**src/pcc_pkg.sv**
```systemverilog
// Package with constants and types for the capability-structure register bank
//
// Summary of operation
// - Lower power states one and two unsupported
// - Auxiliary current field reads all ones
// - Device-specific initialization bit reads one
// - Power-management version field reads 011
// - Wake flag set by event, write-one clears
// - Wake enable sticky read/write, gates wake
// - No-soft-reset reads zero, no internal reset
// - Power state field held and read back
// - Data and bridge bytes read zero
// - Interrupt-message identifier reads 05h
// - Interrupt-message next pointer reads 60h
// - Message enable writable, capable field single
// - Control bit seven advertises wide addressing
// - Message data at 08h or 0Ch
// - Masked vector sends no message
// - Held-back vector sets its pending bit
// - Express capability identifier reads 10h
// - Express next pointer reads 00h
// - Endpoint type 0001b, version 1h, no slot
// - Captured scale field encodes four multipliers
// - Captured value field held from capture
// - Role-based error reporting bit reads one
// - Power-management identifier reads 01h
// - Power-management next pointer reads 48h
// - Wake source states read 1_1001b
package pcc_pkg;

	// ****************************************
	// Capability bases and list
	// ****************************************
	localparam logic [7:0] PM_BASE      = 8'h40;
	localparam logic [7:0] MSI_BASE     = 8'h48;
	localparam logic [7:0] PCIE_BASE    = 8'h60;
	localparam logic [7:0] PM_CAP_ID    = 8'h01;
	localparam logic [7:0] MSI_CAP_ID   = 8'h05;
	localparam logic [7:0] PCIE_CAP_ID  = 8'h10;
	localparam logic [7:0] LIST_END     = 8'h00;

	// ****************************************
	// Offsets inside a capability
	// ****************************************
	localparam logic [7:0] OFS_HEAD     = 8'h00;
	localparam logic [7:0] OFS_PM_CSR   = 8'h04;
	localparam logic [7:0] OFS_DEV_CAP  = 8'h04;
	localparam logic [7:0] OFS_MSI_ADLO = 8'h04;
	localparam logic [7:0] OFS_MSI_ADHI = 8'h08;
	localparam logic       MSI_WIDE     = 1'b1;
	localparam logic [7:0] OFS_MSG_INT_DATA = MSI_WIDE ? 8'h0c : 8'h08;
	localparam logic [7:0] OFS_MSI_MASK = MSI_WIDE ? 8'h10 : 8'h0c;
	localparam logic [7:0] OFS_MSI_PEND = MSI_WIDE ? 8'h14 : 8'h10;

	// ****************************************
	// Power-management fields
	// ****************************************
	localparam logic [4:0] WAKE_SOURCES = 5'b1_1001;
	localparam logic [2:0] AUX_CURRENT  = 3'b111;
	localparam logic [2:0] PM_VERSION   = 3'b011;
	localparam logic [15:0] PM_CAPS = {WAKE_SOURCES, 1'b0, 1'b0,
		AUX_CURRENT, 1'b1, 1'b0, 1'b0, PM_VERSION};
	localparam int         FLAG_BIT     = 15;
	localparam int         ENABLE_BIT   = 8;
	localparam logic       NO_SOFT_RST  = 1'b0;
	localparam logic [7:0] PM_BSE_VAL   = 8'h00;
	localparam logic [7:0] PM_DATA_VAL  = 8'h00;
	localparam logic [1:0] PSTATE_RST   = 2'b00;

	typedef enum logic [1:0] {
		PCC_D0, PCC_D1, PCC_D2, PCC_D3
	} pcc_pstate_t;

	// ****************************************
	// Interrupt-message and express fields
	// ****************************************
	localparam logic [2:0]  MSG_CAPABLE = 3'b000;
	localparam logic        PV_MASKING  = 1'b1;
	localparam logic [3:0]  PORT_TYPE   = 4'b0001;
	localparam logic [3:0]  PCIE_VER    = 4'h1;
	localparam logic [15:0] PCIE_CAPS = {2'b00, 5'b00000, 1'b0,
		PORT_TYPE, PCIE_VER};
	localparam logic [2:0]  L1_LATENCY  = 3'b100;
	localparam logic [2:0]  L0S_LATENCY = 3'b100;
	localparam logic [2:0]  MAX_PAYLOAD = 3'b010;
	localparam logic        ROLE_ERR    = 1'b1;

	// ****************************************
	// Carriers
	// ****************************************
	typedef struct packed {
		logic        wr;
		logic [7:0]  addr;
		logic [3:0]  be;
		logic [31:0] wdata;
	} pcc_cfg_req_t;

	typedef struct packed {
		logic [1:0] scale;
		logic [7:0] value;
	} pcc_slot_pwr_t;

endpackage

```
**src/pcc_msi_vec.sv**
```systemverilog
// Single interrupt-message vector with mask and pending hold-back
`timescale 1ns/1ns
`default_nettype none
module pcc_msi_vec
	import pcc_pkg::*;
(
	input  wire logic mclk_in,
	input  wire logic reset_in,
	input  wire logic ce_in,
	input  wire logic event_in,
	input  wire logic mask_in,
	output var  logic pending_out,
	output var  logic send_out
);

	logic pend_ff;
	logic send_ff;

	assign pending_out = pend_ff;
	assign send_out    = send_ff;

	// ****************************************
	// Hold-back and release
	// ****************************************
	// A held message goes out once the mask drops, and pending clears on the same edge
	always_ff @(posedge mclk_in) begin
		if (reset_in) begin
			pend_ff <= 1'b0;
			send_ff <= 1'b0;
		end else if (ce_in) begin
			if (mask_in) begin
				send_ff <= 1'b0;
				if (event_in) begin
					pend_ff <= 1'b1;
				end
			end else begin
				send_ff <= event_in | pend_ff;
				pend_ff <= 1'b0;
			end
		end
	end

endmodule
`default_nettype wire

```
**src/pcc_cap_regs.sv**
```systemverilog
// Capability structures: power management, interrupt message, express
`timescale 1ns/1ns
`default_nettype none
module pcc_cap_regs
	import pcc_pkg::*;
(
	input  wire logic          mclk_in,
	input  wire logic          reset_in,
	input  wire logic          aux_reset_in,
	input  wire logic          ce_in,
	input  wire logic          cfg_req_in,
	input  wire pcc_cfg_req_t  cfg_cmd_in,
	output var  logic          cfg_ack_out,
	output var  logic [31:0]   cfg_rdata_out,
	input  wire logic          wake_event_in,
	output var  logic          wake_msg_out,
	output var  pcc_pstate_t   power_state_out,
	input  wire logic          irq_event_in,
	output var  logic          msi_send_out,
	input  wire logic          slot_pwr_valid_in,
	input  wire pcc_slot_pwr_t slot_pwr_in
);

	// ****************************************
	// State
	// ****************************************
	logic          ack_ff;
	logic [31:0]   rdata_ff;
	logic          wake_flag_ff;
	logic          wake_en_ff;
	logic          wake_msg_ff;
	pcc_pstate_t   pstate_ff;
	logic [2:0]    mme_ff;
	logic [31:2]   adlo_ff;
	logic [31:0]   adhi_ff;
	logic [15:0]   mdata_ff;
	logic          mask_ff;
	pcc_slot_pwr_t slot_ff;
	logic          pend;
	logic          send;
	logic [31:0]   nxt_rdata;
	logic          wr_go;
	logic          rd_go;
	logic [7:0]    dw_addr;
	logic [15:0]   pm_csr;
	logic [15:0]   msi_ctrl;
	logic [31:0]   dev_caps;
	logic          flag_clr;

	assign cfg_ack_out     = ack_ff;
	assign cfg_rdata_out   = rdata_ff;
	assign wake_msg_out    = wake_msg_ff;
	assign power_state_out = pstate_ff;
	assign msi_send_out    = send;

	assign dw_addr = {cfg_cmd_in.addr[7:2], 2'b00};
	assign wr_go   = ce_in & cfg_req_in & cfg_cmd_in.wr;
	assign rd_go   = ce_in & cfg_req_in & ~cfg_cmd_in.wr;

	// ****************************************
	// Read-back words
	// ****************************************
	assign pm_csr = {wake_flag_ff, 2'b00, 4'b0000, wake_en_ff,
		4'b0000, NO_SOFT_RST, 1'b0, pstate_ff};

	assign msi_ctrl = {7'b0000000, PV_MASKING, MSI_WIDE, mme_ff,
		MSG_CAPABLE, 1'b1};

	assign dev_caps = {3'b000, 1'b0, slot_ff.scale, slot_ff.value,
		2'b00, ROLE_ERR, 1'b0, 1'b0, 1'b0, L1_LATENCY,
		L0S_LATENCY, 1'b0, 2'b00, MAX_PAYLOAD};

	// Unmapped words and reserved bits return zero
	always_comb begin
		nxt_rdata = 32'h0000_0000;
		case (dw_addr)
			PM_BASE + OFS_HEAD:
				nxt_rdata = {PM_CAPS, MSI_BASE, PM_CAP_ID};
			PM_BASE + OFS_PM_CSR:
				nxt_rdata = {PM_DATA_VAL, PM_BSE_VAL, pm_csr};
			MSI_BASE + OFS_HEAD:
				nxt_rdata = {msi_ctrl, PCIE_BASE, MSI_CAP_ID};
			MSI_BASE + OFS_MSI_ADLO:
				nxt_rdata = {adlo_ff, 2'b00};
			MSI_BASE + OFS_MSI_ADHI:
				nxt_rdata = MSI_WIDE ? adhi_ff : {16'h0000, mdata_ff};
			MSI_BASE + OFS_MSG_INT_DATA:
				nxt_rdata = {16'h0000, mdata_ff};
			MSI_BASE + OFS_MSI_MASK:
				nxt_rdata = {31'h0000_0000, mask_ff};
			MSI_BASE + OFS_MSI_PEND:
				nxt_rdata = {31'h0000_0000, pend};
			PCIE_BASE + OFS_HEAD:
				nxt_rdata = {PCIE_CAPS, LIST_END, PCIE_CAP_ID};
			PCIE_BASE + OFS_DEV_CAP:
				nxt_rdata = dev_caps;
			default:
				nxt_rdata = 32'h0000_0000;
		endcase
	end

	// ****************************************
	// Request answer
	// ****************************************
	// Every request taken while ce_in is high, mapped or not, is answered one cycle later
	always_ff @(posedge mclk_in) begin
		if (reset_in) begin
			ack_ff   <= 1'b0;
			rdata_ff <= 32'h0000_0000;
		end else if (ce_in) begin
			ack_ff <= cfg_req_in;
			if (rd_go) begin
				rdata_ff <= nxt_rdata;
			end
		end
	end

	// ****************************************
	// Power-management control/status
	// ****************************************
	assign flag_clr = wr_go && dw_addr == PM_BASE + OFS_PM_CSR &&
		cfg_cmd_in.be[1] && cfg_cmd_in.wdata[FLAG_BIT];

	// Sticky bits live on the auxiliary reset only
	always_ff @(posedge mclk_in) begin
		if (aux_reset_in) begin
			wake_flag_ff <= 1'b0;
			wake_en_ff   <= 1'b0;
		end else if (ce_in) begin
			if (wake_event_in) begin
				wake_flag_ff <= 1'b1;
			end else if (flag_clr) begin
				wake_flag_ff <= 1'b0;
			end
			if (wr_go && dw_addr == PM_BASE + OFS_PM_CSR &&
					cfg_cmd_in.be[1]) begin
				// Cold-state wake support decides if enable exists
				wake_en_ff <= cfg_cmd_in.wdata[ENABLE_BIT] &
					WAKE_SOURCES[4];
			end
		end
	end

	// Lower power states are not supported, so those writes are dropped
	always_ff @(posedge mclk_in) begin
		if (reset_in) begin
			pstate_ff <= pcc_pstate_t'(PSTATE_RST);
		end else if (ce_in) begin
			if (wr_go && dw_addr == PM_BASE + OFS_PM_CSR &&
					cfg_cmd_in.be[0]) begin
				unique case (pcc_pstate_t'(cfg_cmd_in.wdata[1:0]))
					PCC_D0: pstate_ff <= PCC_D0;
					PCC_D3: pstate_ff <= PCC_D3;
					PCC_D1: pstate_ff <= pstate_ff;
					PCC_D2: pstate_ff <= pstate_ff;
				endcase
			end
		end
	end

	always_ff @(posedge mclk_in) begin
		if (reset_in) begin
			wake_msg_ff <= 1'b0;
		end else if (ce_in) begin
			wake_msg_ff <= wake_event_in & wake_en_ff;
		end
	end

	// ****************************************
	// Interrupt-message registers
	// ****************************************
	always_ff @(posedge mclk_in) begin
		if (reset_in) begin
			mme_ff   <= 3'b000;
			adlo_ff  <= 30'h0000_0000;
			adhi_ff  <= 32'h0000_0000;
			mdata_ff <= 16'h0000;
			mask_ff  <= 1'b0;
		end else if (wr_go) begin
			if (dw_addr == MSI_BASE + OFS_HEAD && cfg_cmd_in.be[2]) begin
				mme_ff <= cfg_cmd_in.wdata[22:20];
			end
			if (dw_addr == MSI_BASE + OFS_MSI_ADLO) begin
				if (cfg_cmd_in.be[0]) adlo_ff[7:2] <= cfg_cmd_in.wdata[7:2];
				if (cfg_cmd_in.be[1]) adlo_ff[15:8] <= cfg_cmd_in.wdata[15:8];
				if (cfg_cmd_in.be[2]) adlo_ff[23:16] <= cfg_cmd_in.wdata[23:16];
				if (cfg_cmd_in.be[3]) adlo_ff[31:24] <= cfg_cmd_in.wdata[31:24];
			end
			if (MSI_WIDE && dw_addr == MSI_BASE + OFS_MSI_ADHI) begin
				for (int i = 0; i < 4; i++) begin
					if (cfg_cmd_in.be[i]) begin
						adhi_ff[i*8 +: 8] <= cfg_cmd_in.wdata[i*8 +: 8];
					end
				end
			end
			if (dw_addr == MSI_BASE + OFS_MSG_INT_DATA) begin
				if (cfg_cmd_in.be[0]) mdata_ff[7:0] <= cfg_cmd_in.wdata[7:0];
				if (cfg_cmd_in.be[1]) mdata_ff[15:8] <= cfg_cmd_in.wdata[15:8];
			end
			if (dw_addr == MSI_BASE + OFS_MSI_MASK && cfg_cmd_in.be[0]) begin
				mask_ff <= cfg_cmd_in.wdata[0];
			end
		end
	end

	pcc_msi_vec u_vec (
		.mclk_in     (mclk_in),
		.reset_in    (reset_in),
		.ce_in       (ce_in),
		.event_in    (irq_event_in),
		.mask_in     (mask_ff),
		.pending_out (pend),
		.send_out    (send)
	);

	// ****************************************
	// Captured slot power
	// ****************************************
	// Filled by the slot-power message, not by configuration writes
	always_ff @(posedge mclk_in) begin
		if (reset_in) begin
			slot_ff <= '0;
		end else if (ce_in && slot_pwr_valid_in) begin
			slot_ff <= slot_pwr_in;
		end
	end
endmodule
`default_nettype wire

```
**config.mk**
```make
export PLATFORM = sky130hd
export DESIGN_NAME = pcc_cap_regs
export DESIGN_NICKNAME = d
export VERILOG_FILES = /design/src/pcc_pkg.sv /design/src/pcc_msi_vec.sv /design/src/pcc_cap_regs.sv
export SDC_FILE = /design/constraint.sdc
export NUM_CORES = 1
export LEC_CHECK = 0
export ABC_CLOCK_PERIOD_IN_PS = 2400
export BUFFER_PORTS_ARGS = -buffer_cell sky130_fd_sc_hd__buf_2
export CORE_ASPECT_RATIO = 1.2
export CORE_MARGIN = 3
export CORE_UTILIZATION = 55
export CTS_BUF_LIST = sky130_fd_sc_hd__clkbuf_16
export DETAILED_ROUTE_END_ITERATION = 10
export PLACE_DENSITY = 0.8
export SYNTH_ARGS = -nofsm -noshare
export SYNTH_HDL_FRONTEND = slang
export SYNTH_SLANG_ARGS = --single-unit
```
**constraint.sdc**
```tcl
create_clock -name mclk_in -period 2.4 [get_ports mclk_in]
set_input_delay 0.48 -clock mclk_in [delete_from_list [all_inputs] [get_ports mclk_in]]
set_output_delay 0.48 -clock mclk_in [all_outputs]
set_load 0.005 [all_outputs]
```
==> report_table.html <==
<table>
<tr><th>Metric</th><th>Value</th></tr>
<tr><th colspan="2">Pwr</th></tr>
<tr><td>Leakage Power</td><td>2.55 nW</td></tr>
<tr><td>Power density over cell area</td><td>about 770 nW/um^2</td></tr>
<tr><td>Power Total</td><td>slightly below 5 mW</td></tr>
<tr><td>VDD IR max</td><td>0.652 mV</td></tr>
<tr><th colspan="2">GRT</th></tr>
<tr><td>Global-route usage over all layers</td><td>0.267</td></tr>
<tr><td>Wire length of the first global-routing pass</td><td>around 23000 um</td></tr>
<tr><td>Initial antenna violation count</td><td>0</td></tr>
<tr><td>Global route overflow</td><td>0</td></tr>
<tr><td>Via count of the first global-routing pass</td><td>around 4600</td></tr>
<tr><td>Pin count of the biggest net entering global routing</td><td>86</td></tr>
<tr><th colspan="2">Synth</th></tr>
<tr><td>Seq/Total Area, Yosys</td><td>0.493</td></tr>
<tr><td>Total number of yosys warnings</td><td>0</td></tr>
<tr><td>Synthesized instance count</td><td>591</td></tr>
<tr><td>Fraction of registers with async set/reset</td><td>0</td></tr>
<tr><td>Number of flops mapped to enable cells by yosys</td><td>0</td></tr>
<tr><td>Mapped Area</td><td>5320 um^2</td></tr>
<tr><td>Synthesized area per cell</td><td>about 9.0 um^2</td></tr>
<tr><td>Number of storage elements in the synthesis netlist</td><td>131</td></tr>
<tr><td>Count of different cell masters after synthesis</td><td>38</td></tr>
<tr><td>Top flip-flop cell by instance count after synthesis</td><td>dfxtp_1</td></tr>
<tr><td>Synthesized Nets</td><td>between 600 and 700</td></tr>
<tr><th colspan="2">Clock network</th></tr>
<tr><td>CTS root buf</td><td>clkbuf_16</td></tr>
<tr><td>Clock buffers created by TritonCTS</td><td>17</td></tr>
<tr><td>CTS tree</td><td>built</td></tr>
<tr><td>Clock Path Buffers</td><td>2</td></tr>
<tr><td>Post-CTS repair timing setup buffer count</td><td>0</td></tr>
<tr><td>Source-to-sink clock delay at the later pin of the worst-skew pair</td><td>0.42 ns</td></tr>
<tr><td>CTS H-tree lvls</td><td>4</td></tr>
<tr><td>Number of clock sinks</td><td>131</td></tr>
<tr><td>Cells resized by post-CTS repair</td><td>0</td></tr>
<tr><td>Cts hold-fix bufs</td><td>0</td></tr>
<tr><td>Clock-pin transition on the worst setup and hold timing paths</td><td>around 0.05 ns</td></tr>
<tr><th colspan="2">Timing</th></tr>
<tr><td>Skew final</td><td>0.00850 ns</td></tr>
<tr><td>Fmax</td><td>548 MHz</td></tr>
<tr><td>Final setup violating endpoints</td><td>0</td></tr>
<tr><td>RSZ-0062 raised after global routing</td><td>no</td></tr>
<tr><td>Final min period</td><td>1.82 ns</td></tr>
<tr><td>Final hold violation count</td><td>0</td></tr>
<tr><td>Portion of the clock cycle consumed by the worst path in the final layout</td><td>0.760</td></tr>
<tr><td>Worst-margin pin slew</td><td>0.909 ns</td></tr>
<tr><td>Total count of max-transition violations in the final report</td><td>0</td></tr>
<tr><td>Relative max-transition margin</td><td>0.394</td></tr>
<tr><td>Sum of negative setup slack</td><td>0 ns</td></tr>
<tr><td>Hold Slack</td><td>0.246 ns</td></tr>
<tr><th colspan="2">Setup path</th></tr>
<tr><td>Element type at the critical path start</td><td>input pin</td></tr>
<tr><td>Critical path required time</td><td>2.66 ns</td></tr>
<tr><td>Sum of buffers and inverters on the critical path</td><td>1</td></tr>
<tr><td>Setup CP Type</td><td>input pin to flip-flop</td></tr>
<tr><td>CP max-delay cell</td><td>and3_1</td></tr>
<tr><td>Worst Setup End Kind</td><td>flip-flop</td></tr>
<tr><td>RR Startpoint</td><td>adlo_ff[13]$_SDFFE_PP0P_</td></tr>
<tr><td>Largest stage delay, worst path</td><td>0.43 ns</td></tr>
<tr><td>Largest fanout on the critical path</td><td>11</td></tr>
<tr><td>Delay-heaviest family, CP</td><td>simple AND/OR/NAND/NOR gates</td></tr>
<tr><td>Arr. time, crit path</td><td>~2.1 ns</td></tr>
<tr><td>Crit. Startpoint</td><td>ce_in</td></tr>
<tr><td>CP cell instances</td><td>buf_2, and3_1, nand2_1, nor2_4, mux2i_1, nor2_1</td></tr>
<tr><th colspan="2">Die</th></tr>
<tr><td>Initial Util</td><td>0.577</td></tr>
<tr><td>Io pins</td><td>100</td></tr>
<tr><td>Number of rows in the core area</td><td>38</td></tr>
<tr><td>Floorplan Core Area</td><td>9220 um^2</td></tr>
<tr><td>Die outline width</td><td>95.8 um</td></tr>
<tr><td>Die Footprint</td><td>about 11000 um^2</td></tr>
<tr><td>Height of the chip</td><td>114 um</td></tr>
<tr><th colspan="2">Job</th></tr>
<tr><td>Number of maximum-capacitance constraint violations</td><td>0</td></tr>
<tr><th colspan="2">Placed design</th></tr>
<tr><td>Placed insts</td><td>784</td></tr>
<tr><td>Number of buffers added on ports</td><td>97</td></tr>
<tr><td>DP Area</td><td>5880 um^2</td></tr>
<tr><td>Final weighted congestion in routability-driven placement</td><td>between 0.8 and 0.9</td></tr>
<tr><td>Detailed-placement wirelength estimate</td><td>9590 um</td></tr>
<tr><th colspan="2">Worst hold path</th></tr>
<tr><td>HP Class</td><td>input pin to flip-flop</td></tr>
<tr><td>Startpoint of the worst hold path</td><td>aux_reset_in</td></tr>
<tr><th colspan="2">Drt</th></tr>
<tr><td>Number of nets with antenna violations after routing</td><td>0</td></tr>
<tr><td>Via/cell ratio</td><td>5.75</td></tr>
<tr><td>Number of DRC violations after detailed routing</td><td>0</td></tr>
<tr><td>Initial DRT Pass Iterations</td><td>5</td></tr>
<tr><td>Starting DRT DRC Count</td><td>333</td></tr>
<tr><td>Routed length per placed instance</td><td>about 17 um</td></tr>
<tr><td>Routed wire length</td><td>between 10000 and 15000 um</td></tr>
<tr><td>Number of vias in the routed layout</td><td>between 4000 and 5000</td></tr>
<tr><th colspan="2">Layout</th></tr>
<tr><td>Area grow syn2layout</td><td>21.5%</td></tr>
<tr><td>Nets</td><td>about 750</td></tr>
<tr><td>Count of antenna diodes in the layout</td><td>0</td></tr>
<tr><td>Flip-flop and latch area</td><td>2620 um^2</td></tr>
<tr><td>Number of standard cells in the layout, taps in and fillers out</td><td>816</td></tr>
<tr><td>Fraction of final layout cells with drive strength greater than 1</td><td>0.224</td></tr>
<tr><td>Layout filler cell count</td><td>about 750</td></tr>
<tr><td>Area of combinational cells with multiple inputs</td><td>2510 um^2</td></tr>
<tr><td>Final non-filler cell area</td><td>6470 um^2</td></tr>
<tr><th colspan="2">Outcome</th></tr>
<tr><td>Outcome</td><td>finished clean</td></tr>
</table>
-- flip-flops by register name, indices dropped and copies added, names as in the netlist --
name and count:
mdata_ff 16, wake_msg_out 1, adhi_ff 32, u_vec.pending_out 1, adlo_ff 30, mask_ff 1
cfg_rdata_out 32, cfg_ack_out 1, dev_caps 10, wake_en_ff 1, power_state_out 1, wake_flag_ff 1
u_vec.send_out 1, mme_ff 3
-- worst register-to-register path: cells and delay by family, from the launching register on --
family	cells	cell delay (ns)
flops	1	0.30
compound gates	2	0.61
simple gates	1	0.13
-- synthesized netlist by cell type (8+ instances only) --
library cell | instances | area share
dfxtp_1 | 131 | 0.49
nand2_1 | 103 | 0.073
nor2_1 | 74 | 0.052
mux2i_1 | 62 | 0.12
a21oi_1 | 45 | 0.042
o21ai_0 | 40 | 0.038
clkbuf_1 | 20 | 0.014
a222oi_1 | 13 | 0.024
buf_2 | 12 | 0.011
a22oi_1 | 11 | 0.016
and3_1 | 9 | 0.011
nand3_1 | 9 | 0.0085
nand2b_1 | 8 | 0.0094
-- per-layer routing --
| metal | vias to the layer above | global-route usage | routed length (um) |
|---|---|---|---|
| met5 | - | 0 | 0 |
| met4 | 0 | 0.113 | 375 |
| met3 | 32 | 0.0706 | 1050 |
| met2 | 186 | 0.447 | 6920 |
| met1 | 2227 | 0.320 | 5520 |
| li1 | 2250 | - | - |
-- stage by stage --
step | utilization | setup slack (ns)
floorplan | - | 0.503
global placement | 0.637 | 0.236
detailed placement | 0.637 | 0.204
CTS | 0.701 | 0.624
global route | 0.701 | 0.431
finish | 0.701 | 0.575
-- cells in the final DEF (no fill, tap or decap), types with 7 or more instances in the layout --
| cell | instances |
|---|---|
| clkbuf_16 | 17 |
| mux2i_1 | 62 |
| a21oi_1 | 45 |
| a22oi_1 | 11 |
| a222oi_1 | 13 |
| buf_4 | 14 |
| dfxtp_1 | 131 |
| and3_1 | 9 |
| nor2_1 | 73 |
| nand3_1 | 9 |
| nand2_1 | 103 |
| o21ai_0 | 40 |
| a22o_1 | 7 |
| buf_2 | 97 |
| nand2b_1 | 8 |
-- kinds of logic after synthesis --
family,after synthesis,share of synthesized area
DFF,131,0.493
AOI/OAI and AO/OA,129,0.151
and+or+nand+nor,229,0.199
muxes,63,0.119
adders and majority gates,1,0.00235
buffers and inverters,38,0.0353
-- cell type report --
type                    count  share of cell area
clock buffers              17              0.0658
clock inverters            15              0.0255
multi-input cells         422               0.389
flip-flops and latches    131               0.406
well taps                 120              0.0232
repair buffers            111              0.0913
-- where the power goes --
group,internal [mW],switching [mW]
Sequential,2.19,0.00617
Combinational,0.0737,0.138
Clock,1.62,0.939
Total,3.88,1.08
-- worst paths after layout --
kind | depth (start not counted) | slack (ns) | to
worst min-delay path | 2 | 0.25 | wake_flag_ff$_SDFFE_PP0P_
worst min register to register | 2 | 0.45 | cfg_rdata_out[12]$_SDFFE_PP0P_
worst max-delay path | 6 | 0.58 | mdata_ff[12]$_SDFFE_PP0P_
worst max register to register | 3 | 1.20 | cfg_rdata_out[13]$_SDFFE_PP0P_
(Power assumes the default switching activity.)
